<file path="src/dmb_map.svh">
// constants for data memory bank address formation
`ifndef DMB_MAP_SVH
`define DMB_MAP_SVH
`define DMB_ADDR_W      12
`define DMB_FA_W        8
`define DMB_BANK_W      4
`define DMB_NUM_BANKS   16
`define DMB_SPLIT_BIT   7
`define DMB_LOW_BANK    4'h0
`define DMB_HIGH_BANK   4'hF
`define DMB_BSR_RESET   8'h00
`define DMB_BSR_ADDR    12'hFE0
`define DMB_ZERO_DATA   8'h00
`define DMB_UPPER_ZERO  4'h0
`endif

</file>
<file path="src/dmb_pkg.sv">
// types for data memory bank address formation
package dmb_pkg;
`include "dmb_map.svh"

  typedef enum logic [1:0] {
    ST_IDLE = 2'b01,
    ST_MOVE = 2'b10
  } dmb_state_e_t;

  typedef struct packed {
    dmb_state_e_t               state;
    logic [`DMB_BANK_W-1:0]     bankSel;
    logic [`DMB_ADDR_W-1:0]     moveDst;
    logic [`DMB_ADDR_W-1:0]     ramAddr;
    logic                       ramWe;
    logic                       ramRe;
    logic [7:0]                 ramWdata;
    logic                       rdPend;
    logic                       zeroRd;
    logic                       bsrRd;
    logic [7:0]                 rdData;
    logic                       rdValid;
    logic                       flagUpd;
  } dmb_state_t;
endpackage

</file>
<file path="src/dmb_bank_addr.sv">
// data memory address former with bank select and access window
`timescale 1ns/1ns
`include "dmb_map.svh"
module dmb_bank_addr #(
  parameter logic [15:0] IMPL_BANKS  = 16'h8001,
  parameter logic        REDUCED_PIN = 1'b0,
  parameter logic [11:0] ABSENT_LO   = 12'hF80,
  parameter logic [11:0] ABSENT_HI   = 12'hF8F
) (
  // clock and reset
  input  wire logic        sys_clk,
  input  wire logic        reset_n,
  // decoder operand request
  input  wire logic        opRead,
  input  wire logic        opWrite,
  input  wire logic        opAccess,
  input  wire logic [7:0]  opFileAddr,
  input  wire logic [7:0]  opWdata,
  input  wire logic        opStatusEn,
  // load bank literal instruction
  input  wire logic        loadBank,
  input  wire logic [7:0]  bankLiteral,
  // full address move instruction
  input  wire logic        moveReq,
  input  wire logic [11:0] moveSrc,
  input  wire logic [11:0] moveDst,
  // decoder answers
  output logic             reqReady,
  output logic [7:0]       rdData,
  output logic             rdValid,
  output logic             flagUpdate,
  output logic [7:0]       bankSelectValue,
  // data ram side
  output logic [11:0]      ramAddr,
  output logic             ramRe,
  output logic             ramWe,
  output logic [7:0]       ramWdata,
  input  wire logic [7:0]  ramRdata
);
  import dmb_pkg::*;

  dmb_state_t q;
  dmb_state_t d;
  logic [11:0] effAddr;
  logic [11:0] rdAddr;
  logic [11:0] wrAddr;
  logic [7:0]  wrData;
  logic        rdGo;
  logic        wrGo;
  logic [7:0]  readVal;
  logic        take;

  // address yields no storage: dead bank or absent register
  function automatic logic noStore(input logic [11:0] a);
    logic dead;
    dead = !IMPL_BANKS[a[11:8]];
    if (REDUCED_PIN && a >= ABSENT_LO && a <= ABSENT_HI) begin
      dead = 1'b1;
    end
    return dead;
  endfunction

  // effective address from access bit, bank nibble and offset
  always_comb begin
    if (opAccess) begin
      effAddr = {q.bankSel, opFileAddr};
    end else if (opFileAddr[`DMB_SPLIT_BIT]) begin
      effAddr = {`DMB_HIGH_BANK, opFileAddr};
    end else begin
      effAddr = {`DMB_LOW_BANK, opFileAddr};
    end
  end

  // returned byte: zero, bank select, or ram
  always_comb begin
    if (q.zeroRd) begin
      readVal = `DMB_ZERO_DATA;
    end else if (q.bsrRd) begin
      readVal = {`DMB_UPPER_ZERO, q.bankSel};
    end else begin
      readVal = ramRdata;
    end
  end

  assign take = (q.state == ST_IDLE) &&
                (loadBank || moveReq || opRead || opWrite);

  // next state
  always_comb begin
    d = q;
    d.ramWe   = 1'b0;
    d.ramRe   = 1'b0;
    d.rdValid = 1'b0;
    d.flagUpd = 1'b0;
    d.rdPend  = 1'b0;
    rdGo   = 1'b0;
    wrGo   = 1'b0;
    rdAddr = effAddr;
    wrAddr = effAddr;
    wrData = opWdata;
    if (q.rdPend) begin
      d.rdValid = 1'b1;
      d.rdData  = readVal;
    end
    case (q.state)
      ST_IDLE: begin
        if (loadBank) begin
          d.bankSel = bankLiteral[`DMB_BANK_W-1:0];
        end else if (moveReq) begin
          rdGo    = 1'b1;
          rdAddr  = moveSrc;
          d.moveDst = moveDst;
          d.state = ST_MOVE;
        end else if (opRead || opWrite) begin
          rdGo = opRead;
          wrGo = opWrite && !opRead;
          d.rdPend  = opRead;
          d.flagUpd = opStatusEn;
        end
      end
      ST_MOVE: begin
        wrGo    = 1'b1;
        wrAddr  = q.moveDst;
        wrData  = readVal;
        d.state = ST_IDLE;
      end
      default: begin
        d.state = ST_IDLE;
      end
    endcase
    // common read launch
    if (rdGo) begin
      d.ramAddr = rdAddr;
      d.ramRe   = !noStore(rdAddr);
      d.zeroRd  = noStore(rdAddr);
      d.bsrRd   = (rdAddr == `DMB_BSR_ADDR);
    end
    // common write launch; bank select lives at its own address
    if (wrGo) begin
      d.ramAddr  = wrAddr;
      d.ramWdata = wrData;
      if (wrAddr == `DMB_BSR_ADDR) begin
        d.bankSel = wrData[`DMB_BANK_W-1:0];
      end else begin
        d.ramWe = !noStore(wrAddr);
      end
    end
  end

  // state register
  always_ff @(posedge sys_clk or negedge reset_n) begin
    if (!reset_n) begin
      q         <= '0;
      q.state   <= ST_IDLE;
      q.bankSel <= 4'(`DMB_BSR_RESET); // only the nibble is stored
    end else begin
      q <= d;
    end
  end

  // outputs
  assign reqReady        = (q.state == ST_IDLE);
  assign rdData          = q.rdData;
  assign rdValid         = q.rdValid;
  assign flagUpdate      = q.flagUpd;
  assign bankSelectValue = {`DMB_UPPER_ZERO, q.bankSel};
  assign ramAddr         = q.ramAddr;
  assign ramRe           = q.ramRe;
  assign ramWe           = q.ramWe;
  assign ramWdata        = q.ramWdata;
endmodule

</file>
<file path="config.mk">
export PLATFORM = sky130hd
export DESIGN_NAME = dmb_bank_addr
export DESIGN_NICKNAME = d
export VERILOG_FILES = /design/src/dmb_pkg.sv /design/src/dmb_bank_addr.sv
export VERILOG_INCLUDE_DIRS = /design/src
export SDC_FILE = /design/constraint.sdc
export NUM_CORES = 1
export LEC_CHECK = 0
export ABC_AREA = 1
export BUFFER_PORTS_ARGS = -buffer_cell sky130_fd_sc_hd__buf_2
export CAP_MARGIN = 25
export CORE_ASPECT_RATIO = 1.75
export CORE_UTILIZATION = 49
export DETAILED_ROUTE_END_ITERATION = 6
export GPL_ROUTABILITY_DRIVEN = 1
export PLACE_DENSITY = 0.88
export SYNTH_ARGS = -nofsm -noshare
export SYNTH_HDL_FRONTEND = slang
export SYNTH_SLANG_ARGS = --single-unit
</file>
<file path="constraint.sdc">
create_clock -name sys_clk -period 2.6 [get_ports sys_clk]
set_clock_uncertainty 0.15 [all_clocks]
set_input_delay 0.39 -clock sys_clk [delete_from_list [all_inputs] [get_ports sys_clk]]
set_output_delay 0.39 -clock sys_clk [all_outputs]
set_load 0.005 [all_outputs]
</file>
**Word-level counts from Yosys, hierarchy flattened**

Memories as Yosys holds them, arrays and structs flattened.
Index checks and enable logic that the tools add are counted.
Widths: inputs -> output; s select.

- Register bits after elaboration: 53
- Bits in read-only memories: 32
- Bits of input ports: 64
- Output and inout port bits: 41
- Logic and storage cells: 71
- Memories: 2

- $lt $le $gt $ge: 2
- Equality and inequality tests: 6
- Muxes and demuxes: 40
- Bitwise gates (word level): 1
- Reductions and logical operators: 7

Memory list:

| memory | words | bits a word | rd ports | clocked after memory_dff | write ports | line | RTL |
|---|---|---|---|---|---|---|---|
| (no name shown) | 16 | 1 | 1 | 0 | 0 | dmb_bank_addr.sv:56 | `dead = !IMPL_BANKS[a[11:8]];` |
| (no name shown) | 16 | 1 | 1 | 0 | 0 | dmb_bank_addr.sv:56 |  |

Operators by type and width:

| operator | count |
|---|---|
| $mux 12 | 9 |
| $eq 12x12->1 const B | 2 |
| $mux 8 | 3 |
| $mux 1 | 19 |
| $mux 16 | 1 |
| $mux 13 | 1 |
| $mux 4 | 3 |
| $lt 4x5->1 const B | 2 |
| $mux 2 | 3 |
| $ne 2x2->1 const B | 2 |
| $reduce_and 3->1 | 1 |
| $eq 2x1->1 const B | 1 |
| $eq 2x2->1 const B | 1 |
| $logic_not 1->1 | 2 |
| $pmux 1 s2 | 1 |
| $reduce_and 2->1 | 1 |
| $reduce_bool 2->1 | 1 |
| $logic_and 1x1->1 | 1 |
| $logic_or 1x1->1 | 1 |
| $not 1->1 | 1 |

**Longest topological paths before layout**

Gate-level depths: netlist of the first run.

- Depth in word-level cells: 8
- Depth in mapped cells: 13
- Gate-level depth less buffers: 11

**Worst setup path before layout of the first run**

No wires, ideal clock.

- Path type: register to register
- Start: register q[51] (netlist name)
- End: register q (netlist bit bankSelectValue[0])
- Arrival time: 1.674 ns
- Data required time: 2.333 ns
- Slack: 0.659 ns
- Stages on the path, launching flop included: 13
- Path buffers: 2
- Period minus slack after synthesis: 1.941 ns
- Cells stage by stage: dfstp_2 -> inv_1 -> ha_1 -> buf_6 -> buf_2 -> nand2_1 -> nand2_1 -> nor2_1 -> nand2_1 -> nor2_4 -> nand3_2 -> nand2_1 -> nand2_1

RTL lines:

| what | line | RTL |
|---|---|---|
| start: declaration | dmb_bank_addr.sv:42 | `dmb_state_t q;` |

==> results of run 1 <==
[power by group]
part           internal [µW]  leakage (µW)  switching (µW)  total, µW
Combinational            612       0.00129             923       1530
Clock                    364     0.0000680             314        678
Sequential              1180      0.000667             212       1390
Total                   2150       0.00203            1450       3600
[final cells by class]
cell class / instances / area (µm²) / share of cell area
Clock buffer: 5 / 125.1 / 0.03426
Clock inverter: 3 / 26.28 / 0.007194
Inverter: 29 / 113.9 / 0.03118
Multi-Input combinational cell: 311 / 1429 / 0.3912
Sequential cell: 53 / 1328 / 0.3635
Tap cell: 82 / 102.6 / 0.02809
Timing Repair Buffer: 102 / 528.0 / 0.1446
[state kept, by name, indices dropped and copies added, names as in the netlist]
signal	cells
rdValid	1
flagUpdate	1
ramWe	1
bankSelectValue	4
ramRe	1
rdData	8
ramAddr	12
q	17
ramWdata	8
[layer usage]
| metal | up-vias | track usage | wire length (µm) |
|---|---|---|---|
| li1 | 1468 | - | - |
| met5 | - | 0 | 0 |
| met4 | 0 | 0.1153 | 261 |
| met1 | 1304 | 0.2449 | 2891 |
| met2 | 97 | 0.3860 | 3739 |
| met3 | 17 | 0.04979 | 405 |
[cells in the mapped netlist, types with 2 or more instances]
library cell    n
nand3_2         2
inv_2           3
buf_4          36
or2_2           3
nand3_1        30
nand2_1       180
o21ai_1         4
nor2_4          3
nor2_2          2
o21ai_0        28
o21ai_2         4
o211ai_1        4
nand2_2         3
inv_4           2
buf_6           8
mux2_2          4
buf_2           7
nand4_1         5
inv_1          24
dfrtp_1        52
nor2_1         27
ha_1            3
[cells by family (layout without fill, tap and decap cells)]
family	Yosys count	in the layout	synth area share
multiplexers	4	4	0.01382
adder cells (fa/ha/maj)	3	3	0.01152
AO/OA/AOI/OAI	42	42	0.07335
flip-flops	53	53	0.4075
AND/OR/NAND/NOR	258	258	0.3353
other	1	4	0.001151
buffers and inverters	81	139	0.1574
[worst min-delay path by stage]
stage,depth (start not counted),endpoint,slack (ns)
after CTS,3,q[45],0.13
after global placement,0,rdValid,0.21
after global routing,3,q[46],0.13
after detailed placement,1,rdData[0],0.22
final,3,q[45],0.13
after floorplan,0,bankSelectValue[0],-0.06
[worst max-delay path: stages, from the launching register on]
cell,delay (ns)
dfstp_2,0.54
inv_1,0.06
ha_1,0.25
buf_4,0.21
nand2_1,0.08
nand2_1,0.07
nor2_1,0.10
nand2_1,0.09
nor2_4,0.23
nand3_2,0.13
nand2_1,0.08
nand2_1,0.07
[per-stage QoR]
step / utilization / power (µW) / instances / setup WS, ns / area (µm²)
3_3_place_gp: 0.5379 / 2863 / 576 / 0.4944 / 3491
6_report: 0.5628 / 3603 / 585 / 0.4118 / 3652
3_5_place_dp: 0.5379 / 2935 / 576 / 0.4424 / 3491
5_1_grt: 0.5628 / 3928 / 585 / 0.1887 / 3652
2_1_floorplan: - / 2740 / 445 / 0.6594 / 3269
4_1_cts: 0.5628 / 3623 / 585 / 0.4285 / 3652
[repair_timing]
item,4_1_cts,5_1_grt
setup buffers,0,0
endpoints found under the hold margin,20,0
hold buffers,1,0
resized for setup,0,0
==> results.sh, run 1 <==
export IMPL_outcome="finished clean"
export IMPL_worstSetupEndpointType="flop"
export IMPL_hp_class="input port to flop"
export IMPL_ant_nets=0
export IMPL_ys_types=30
export IMPL_synth_largest_area_cell="dfrtp_1"
export IMPL_wl_per_cell_um=12.48
export IMPL_syn_cell_area_mm2=0.003258
export IMPL_critPathLaunch="q[51]"
export IMPL_max_freq_mhz=457.0
export IMPL_final_cell_mix="180 x nand2_1, 96 x buf_2, 52 x dfrtp_1"
export IMPL_row_count=39
export IMPL_die_area_mm2=0.006992
export IMPL_final_common_cell="nand2_1"
export IMPL_clock_sinks=53
export IMPL_finalNetCount=569
export IMPL_grt_overflow_total=0
export IMPL_whs_ns=0.1292
export IMPL_synthFlopType="dfrtp_1"
export IMPL_arrival_ns=2.22
export IMPL_postSynthCellCount=442
export IMPL_syn2layout_area_growth_pct=12.10
export IMPL_powerDensity_mw_per_mm2=986.5
export IMPL_hold_start="moveDst[10]"
export IMPL_grt_setup_unrepaired="false"
export IMPL_timing_rr_end="bankSelectValue[3]"
export IMPL_start_kind="flop"
export IMPL_ff2ff_setup_slack_ns=0.41
export IMPL_synth_edf_count=0
export IMPL_gp_congestion=0.8953
export IMPL_dieHeight_um=109.9
export IMPL_ys_seq_area_frac=0.4075
export IMPL_synth_top_area_frac=0.3994
export IMPL_via_count=2886
export IMPL_layout_drive_gt1_share=0.2744
export IMPL_endpoint="bankSelectValue[3]"
export IMPL_grt_start_max_net_pins=39
export IMPL_cts_made_buffers=5
export IMPL_fin_tns_setup_ns=0
export IMPL_setup_worst_path_class="flop to flop"
export IMPL_setup_viol=0
export IMPL_crit_required_ns=2.63
export IMPL_p_leak_uw=0.002027
export IMPL_drv_slew=0
export IMPL_grt_pass1_wl_mm=11.97
export IMPL_worstPathMaxFanout=18
export IMPL_min_period_over_period=0.8416
export IMPL_wl_mm=7.298
export IMPL_yosys_warnings=0
export IMPL_grt_pass1_vias=2710
export IMPL_synthTopCellsByArea="dfrtp_1 40%, nand2_1 21%, buf_4 8.3%, nand3_1 4.6%, o21ai_0 4.3%"
export IMPL_cts_tree="done"
export IMPL_drv_cap=0
export IMPL_dpl_hpwl_mm=5.724
export IMPL_coreArea_mm2=0.006490
export IMPL_synth_seq_cells=53
export IMPL_reg2regPathDepth=11
export IMPL_clkTransAtPathRegs_ns=0.07
export IMPL_period_minus_slack_ns=2.188
export IMPL_first_pass_iters=4
export IMPL_die_w_um=63.64
export IMPL_clockBufferDepth=2
export IMPL_port_buffers=96
export IMPL_start_util=0.5020
export IMPL_hold_viol=0
export IMPL_r2r_start="q[51]"
export IMPL_fillers=603
export IMPL_avgSynthCellArea_um2=7.371
export IMPL_antenna_found_initial=0
export IMPL_grt_use_total=0.2198
export IMPL_clk_latency_ns=0.30
export IMPL_antennaDiodeCount=0
export IMPL_via_per_inst=4.933
export IMPL_cts_root_buf="clkbuf_16"
export IMPL_synth_async_reset_ratio=1.000
export IMPL_peakVddDrop_mv=0.4920
export IMPL_route_detailed_drc=0
export IMPL_drt_iter0_markers=123
export IMPL_ioPinCount=105
export IMPL_ctsHtreeMaxLevel=2
Note: power is estimated with default switching activity, not from simulation.
==> run 2, diff against run 1 <==
clock period = 2.3 ns   (was 2.6 ns; I/O delays follow)
==> results.sh, run 2 (synthesized netlist as in run 1, its figures left out) <==
export IMPL_max_stage_delay_ns=0.54
export IMPL_period_minus_slack_ns=2.148
export IMPL_final_cell_mix="180 x nand2_1, 96 x buf_2, 52 x dfrtp_1"
export IMPL_die_w_um=63.64
export IMPL_setup_viol=0
export IMPL_r2r_start="q[51]"
export IMPL_post_route_cell_area_mm2=0.003696
export IMPL_regMostFlops="q"
export IMPL_grt_use_total=0.2219
export IMPL_finalNetCount=576
export IMPL_layout_drive_gt1_share=0.2843
export IMPL_worstSetupEndpointType="flop"
export IMPL_largest_reg_flops=17
export IMPL_dp_slack_ns=0.04865
export IMPL_worst_slew_pin_slew_ns=0.7585
export IMPL_ioPinCount=105
export IMPL_timing_rr_end="ramAddr[5]"
export IMPL_clkTransAtPathRegs_ns=0.07
export IMPL_drt_iter0_markers=153
export IMPL_clk_latency_ns=0.29
export IMPL_cts_root_buf="clkbuf_16"
export IMPL_reg2regPathDepth=9
export IMPL_syn2layout_area_growth_pct=13.44
export IMPL_arrival_ns=2.18
export IMPL_ctsHtreeMaxLevel=2
export IMPL_powerDensity_mw_per_mm2=1115
export IMPL_p_leak_uw=0.002053
export IMPL_via_per_inst=5.049
export IMPL_row_count=39
export IMPL_min_period_over_period=0.9337
export IMPL_clock_sinks=53
export IMPL_port_buffers=96
export IMPL_hold_viol=0
export IMPL_cts_tree="done"
export IMPL_wl_mm=7.514
export IMPL_antenna_found_initial=0
export IMPL_drv_cap=0
export IMPL_final_common_cell="nand2_1"
export IMPL_ant_nets=0
export IMPL_critPathBufInv=4
export IMPL_max_freq_mhz=465.7
export IMPL_antennaDiodeCount=0
export IMPL_cts_made_buffers=5
export IMPL_coreArea_mm2=0.006490
export IMPL_total_power_uw=4121
export IMPL_dieHeight_um=109.9
export IMPL_grt_setup_unrepaired="false"
export IMPL_worstPathMaxFanout=18
export IMPL_crit_required_ns=2.34
export IMPL_path_delay_family="flip-flops"
export IMPL_fin_ws_ns=0.1525
export IMPL_gp_congestion=0.9157
export IMPL_via_count=2989
export IMPL_relSlewSlack=0.4943
export IMPL_path_cells="inv_1 -> ha_2 -> inv_4 -> nand2_1 -> nand2_2 -> buf_4 -> nand2_1 -> o21ai_1 -> inv_1"
export IMPL_first_pass_iters=4
export IMPL_start_util=0.5020
export IMPL_ff2ff_setup_slack_ns=0.15
export IMPL_fin_util=0.5695
export IMPL_peakVddDrop_mv=0.4426
export IMPL_worstHoldPathCells=3
export IMPL_dpl_cell_area_mm2=0.003543
export IMPL_outcome="finished clean"
export IMPL_cts_setup_buffers=0
export IMPL_grt_start_max_net_pins=35
export IMPL_grt_pass1_wl_mm=12.03
export IMPL_dpl_hpwl_mm=5.929
export IMPL_die_area_mm2=0.006992
export IMPL_hold_path_endpoint="q[44]"
export IMPL_setup_worst_path_class="flop to flop"
export IMPL_start_kind="flop"
export IMPL_grt_pass1_vias=2777
export IMPL_hold_start="moveDst[9]"
export IMPL_fin_tns_setup_ns=0
export IMPL_wl_per_cell_um=12.69
export IMPL_critPathSlowestCell="dfstp_2"
export IMPL_crit_cells=9
export IMPL_grt_overflow_total=0
export IMPL_drv_slew=0
export IMPL_clockBufferDepth=2
export IMPL_route_detailed_drc=0
export IMPL_hp_class="input port to flop"
run 2: repair_timing:
| item | in CTS | in global routing |
|---|---|---|
| hold buffers | 1 | 0 |
| setup endpoints to repair | 0 | 22 |
| endpoints found under the hold margin | 31 | 0 |
| gates resized for setup | 0 | 2 |
run 2: tightest hold or removal path, cell delays in order:
cell and delay (ns):
buf_2 0.07, nand2_1 0.04, nand2_1 0.04
run 2: worst max path at each step:
stage                      from  slack (ns)            endpoint
after floorplan           q[51]        0.36  bankSelectValue[0]
after global placement    q[51]        0.13          ramAddr[5]
after detailed placement  q[51]        0.05          ramAddr[5]
after CTS                 q[51]        0.03          ramAddr[5]
after global routing      q[51]        0.02  bankSelectValue[2]
final                     q[51]        0.15          ramAddr[5]
run 2: final cells by class:
cell class	count	area, µm²
clock buffer	7	132.6
sequential	53	1328
fill	599	2794
tap	82	102.6
timing repair buffer	109	580.6
clock inverter	1	7.507
multi-input combinational	311	1431
inverter	29	113.9
run 2: per-stage QoR:
step / hold slack [ns] / std cells
6_report: 0.08951 / 592
3_5_place_dp: 0.2136 / 583
3_3_place_gp: 0.2139 / 583
5_1_grt: 0.09923 / 592
2_1_floorplan: -0.1006 / 445
4_1_cts: 0.09011 / 592
run 2: metal layers:
metal | track usage | part of all wire | wire (µm) | vias up
li1 | - | - | - | 1491
met1 | 0.2318 | 0.38 | 2871 | 1351
met2 | 0.3936 | 0.52 | 3880 | 114
met3 | 0.03838 | 0.046 | 347 | 33
met4 | 0.1640 | 0.055 | 414 | 0
met5 | 0 | 0 | 0 | -
run 2: power by group:
group / switching (µW) / internal [µW]
clock network: 322 / 405
logic: 1080 / 743
registers: 240 / 1330
total: 1640 / 2480
==> run 3, diff against run 2 <==
BUFFER_PORTS_ARGS = not set   (was -buffer_cell sky130_fd_sc_hd__buf_2)
CORE_UTILIZATION = 24   (was 49)
DONT_BUFFER_PORTS = 1   (was not set)
PLACE_DENSITY = 0.48   (was 0.88)
==> results.sh, run 3 (synthesized netlist as in run 1, its figures left out) <==
export IMPL_outcome="finished clean"
export IMPL_cts_made_buffers=5
export IMPL_hp_class="input port to flop"
export IMPL_hold_viol=0
export IMPL_grt_setup_unrepaired="false"
export IMPL_regMostFlops="q"
export IMPL_clkTransAtPathRegs_ns=0.07
export IMPL_grt_pass1_wl_mm=14.69
export IMPL_post_route_cell_area_mm2=0.003441
export IMPL_crit_required_ns=2.38
export IMPL_r2r_start="q[51]"
export IMPL_arrival_ns=2.20
export IMPL_dieHeight_um=156.1
export IMPL_ioPinCount=105
export IMPL_coreArea_mm2=0.01331
export IMPL_final_cell_mix="180 x nand2_1, 52 x dfrtp_1, 30 x nand3_1"
export IMPL_clock_sinks=53
export IMPL_max_freq_mhz=471.6
export IMPL_finalNetCount=487
export IMPL_min_period_over_period=0.9220
export IMPL_fin_ws_ns=0.1794
export IMPL_worstPathMaxFanout=11
export IMPL_die_w_um=90.08
export IMPL_route_detailed_drc=0
export IMPL_via_per_inst=4.319
export IMPL_clockBufferDepth=2
export IMPL_endpoint="bankSelectValue[1]"
export IMPL_dp_slack_ns=0.1147
export IMPL_reg2regPathDepth=11
export IMPL_start_kind="flop"
export IMPL_powerDensity_mw_per_mm2=1163
export IMPL_drv_cap=0
export IMPL_port_buffers=0
export IMPL_ff2ff_setup_slack_ns=0.18
export IMPL_critPathLaunch="q[51]"
export IMPL_cts_root_buf="clkbuf_16"
export IMPL_die_area_mm2=0.01406
export IMPL_final_common_cell="nand2_1"
export IMPL_dpl_cell_count=579
export IMPL_timing_rr_end="bankSelectValue[1]"
export IMPL_drv_slew=0
export IMPL_largest_reg_flops=17
export IMPL_antenna_found_initial=0
export IMPL_setup_worst_path_class="flop to flop"
export IMPL_grt_overflow_total=0
export IMPL_cts_setup_buffers=0
export IMPL_worstSetupEndpointType="flop"
export IMPL_start_util=0.2447
export IMPL_setup_viol=0
export IMPL_grt_pass1_vias=2662
export IMPL_dpl_cell_area_mm2=0.003191
export IMPL_gp_congestion=0.8620
export IMPL_drt_iter0_markers=141
export IMPL_ctsHtreeMaxLevel=2
export IMPL_via_count=2570
export IMPL_antennaDiodeCount=0
export IMPL_wl_mm=9.464
export IMPL_fin_cells=595
export IMPL_p_leak_uw=0.001697
export IMPL_worstHoldPathCells=2
export IMPL_ant_nets=0
export IMPL_clk_latency_ns=0.30
export IMPL_whs_ns=0.009439
export IMPL_layout_drive_gt1_share=0.1235
export IMPL_grt_use_total=0.1389
export IMPL_first_pass_iters=4
export IMPL_dpl_hpwl_mm=7.570
export IMPL_period_minus_slack_ns=2.121
export IMPL_peakVddDrop_mv=0.4640
export IMPL_cts_tree="done"
export IMPL_wl_per_cell_um=15.91
export IMPL_syn2layout_area_growth_pct=5.607
export IMPL_grt_start_max_net_pins=54
export IMPL_row_count=56
export IMPL_fin_tns_setup_ns=0
==> run 3: cell types whose count changed in the layout (fill, tap and decap cells not counted) <==
cell           delta
buf_2            -96
dlygate4sd3_1     +6
buf_12            +1
buf_16            +1
buf_4             -1
clkbuf_1          -1
clkinv_4          +1
ha_1              -1
ha_2              +1
inv_4             -1
inv_6             +1
==> run 3: worst max-delay path, cell delays in order, from the launching register on <==
cell and delay, ns:
dfstp_2 0.54, inv_1 0.07, ha_1 0.28, inv_2 0.17
or2_2 0.13, nand2_1 0.10, inv_1 0.07, nand2_1 0.08
nor2_4 0.14, buf_4 0.15, nand4_1 0.07, nand2_1 0.11
==> run 3: layout make-up <==
type / instances / area (µm²)
well taps: 174 / 217.7
multi-input cells: 311 / 1434
flip-flops and latches: 53 / 1328
clock inverters: 2 / 16.27
fillers: 1528 / 9872
clock buffers: 6 / 128.9
repair buffers: 20 / 200.2
inverters: 29 / 116.4
==> run 3: timing repair <==
action | 4_1_cts | 5_1_grt
setup endpoints to repair | 0 | 4
resized for setup | 0 | 4
hold endpoints to repair | 60 | 0
hold buffers | 8 | 0
==> run 3: per-stage QoR <==
| step | total power, µW | utilization |
|---|---|---|
| global placement | 3210 | 0.2397 |
| CTS | 4071 | 0.2579 |
| global route | 4377 | 0.2585 |
| floorplan | 3098 | - |
| finish | 4001 | 0.2585 |
| detailed placement | 3238 | 0.2397 |
==> run 3: report_power, final <==
| part | leakage (µW) | switching (µW) | internal (µW) |
|---|---|---|---|
| combinational | 0.000963 | 954 | 580 |
| sequential | 0.000667 | 360 | 1330 |
| clock | 0.0000671 | 367 | 407 |
==> run 3: worst min-delay path by stage <==
stage,slack [ns],from,end
after floorplan,-0.10,reset_n,bankSelectValue[0]
after global placement,-0.1,reset_n,ramRe
after detailed placement,-0.1,reset_n,ramRe
after CTS,0.002,moveDst[9],q[44]
after global routing,0.02,moveDst[0],q[35]
final,0.009,moveDst[11],q[46]
==> run 3: layer usage <==
layer	global-route usage	routed length, µm
met1	0.1434	3475
met2	0.2672	5202
met3	0.03265	591
met4	0.05300	195
met5	0	0
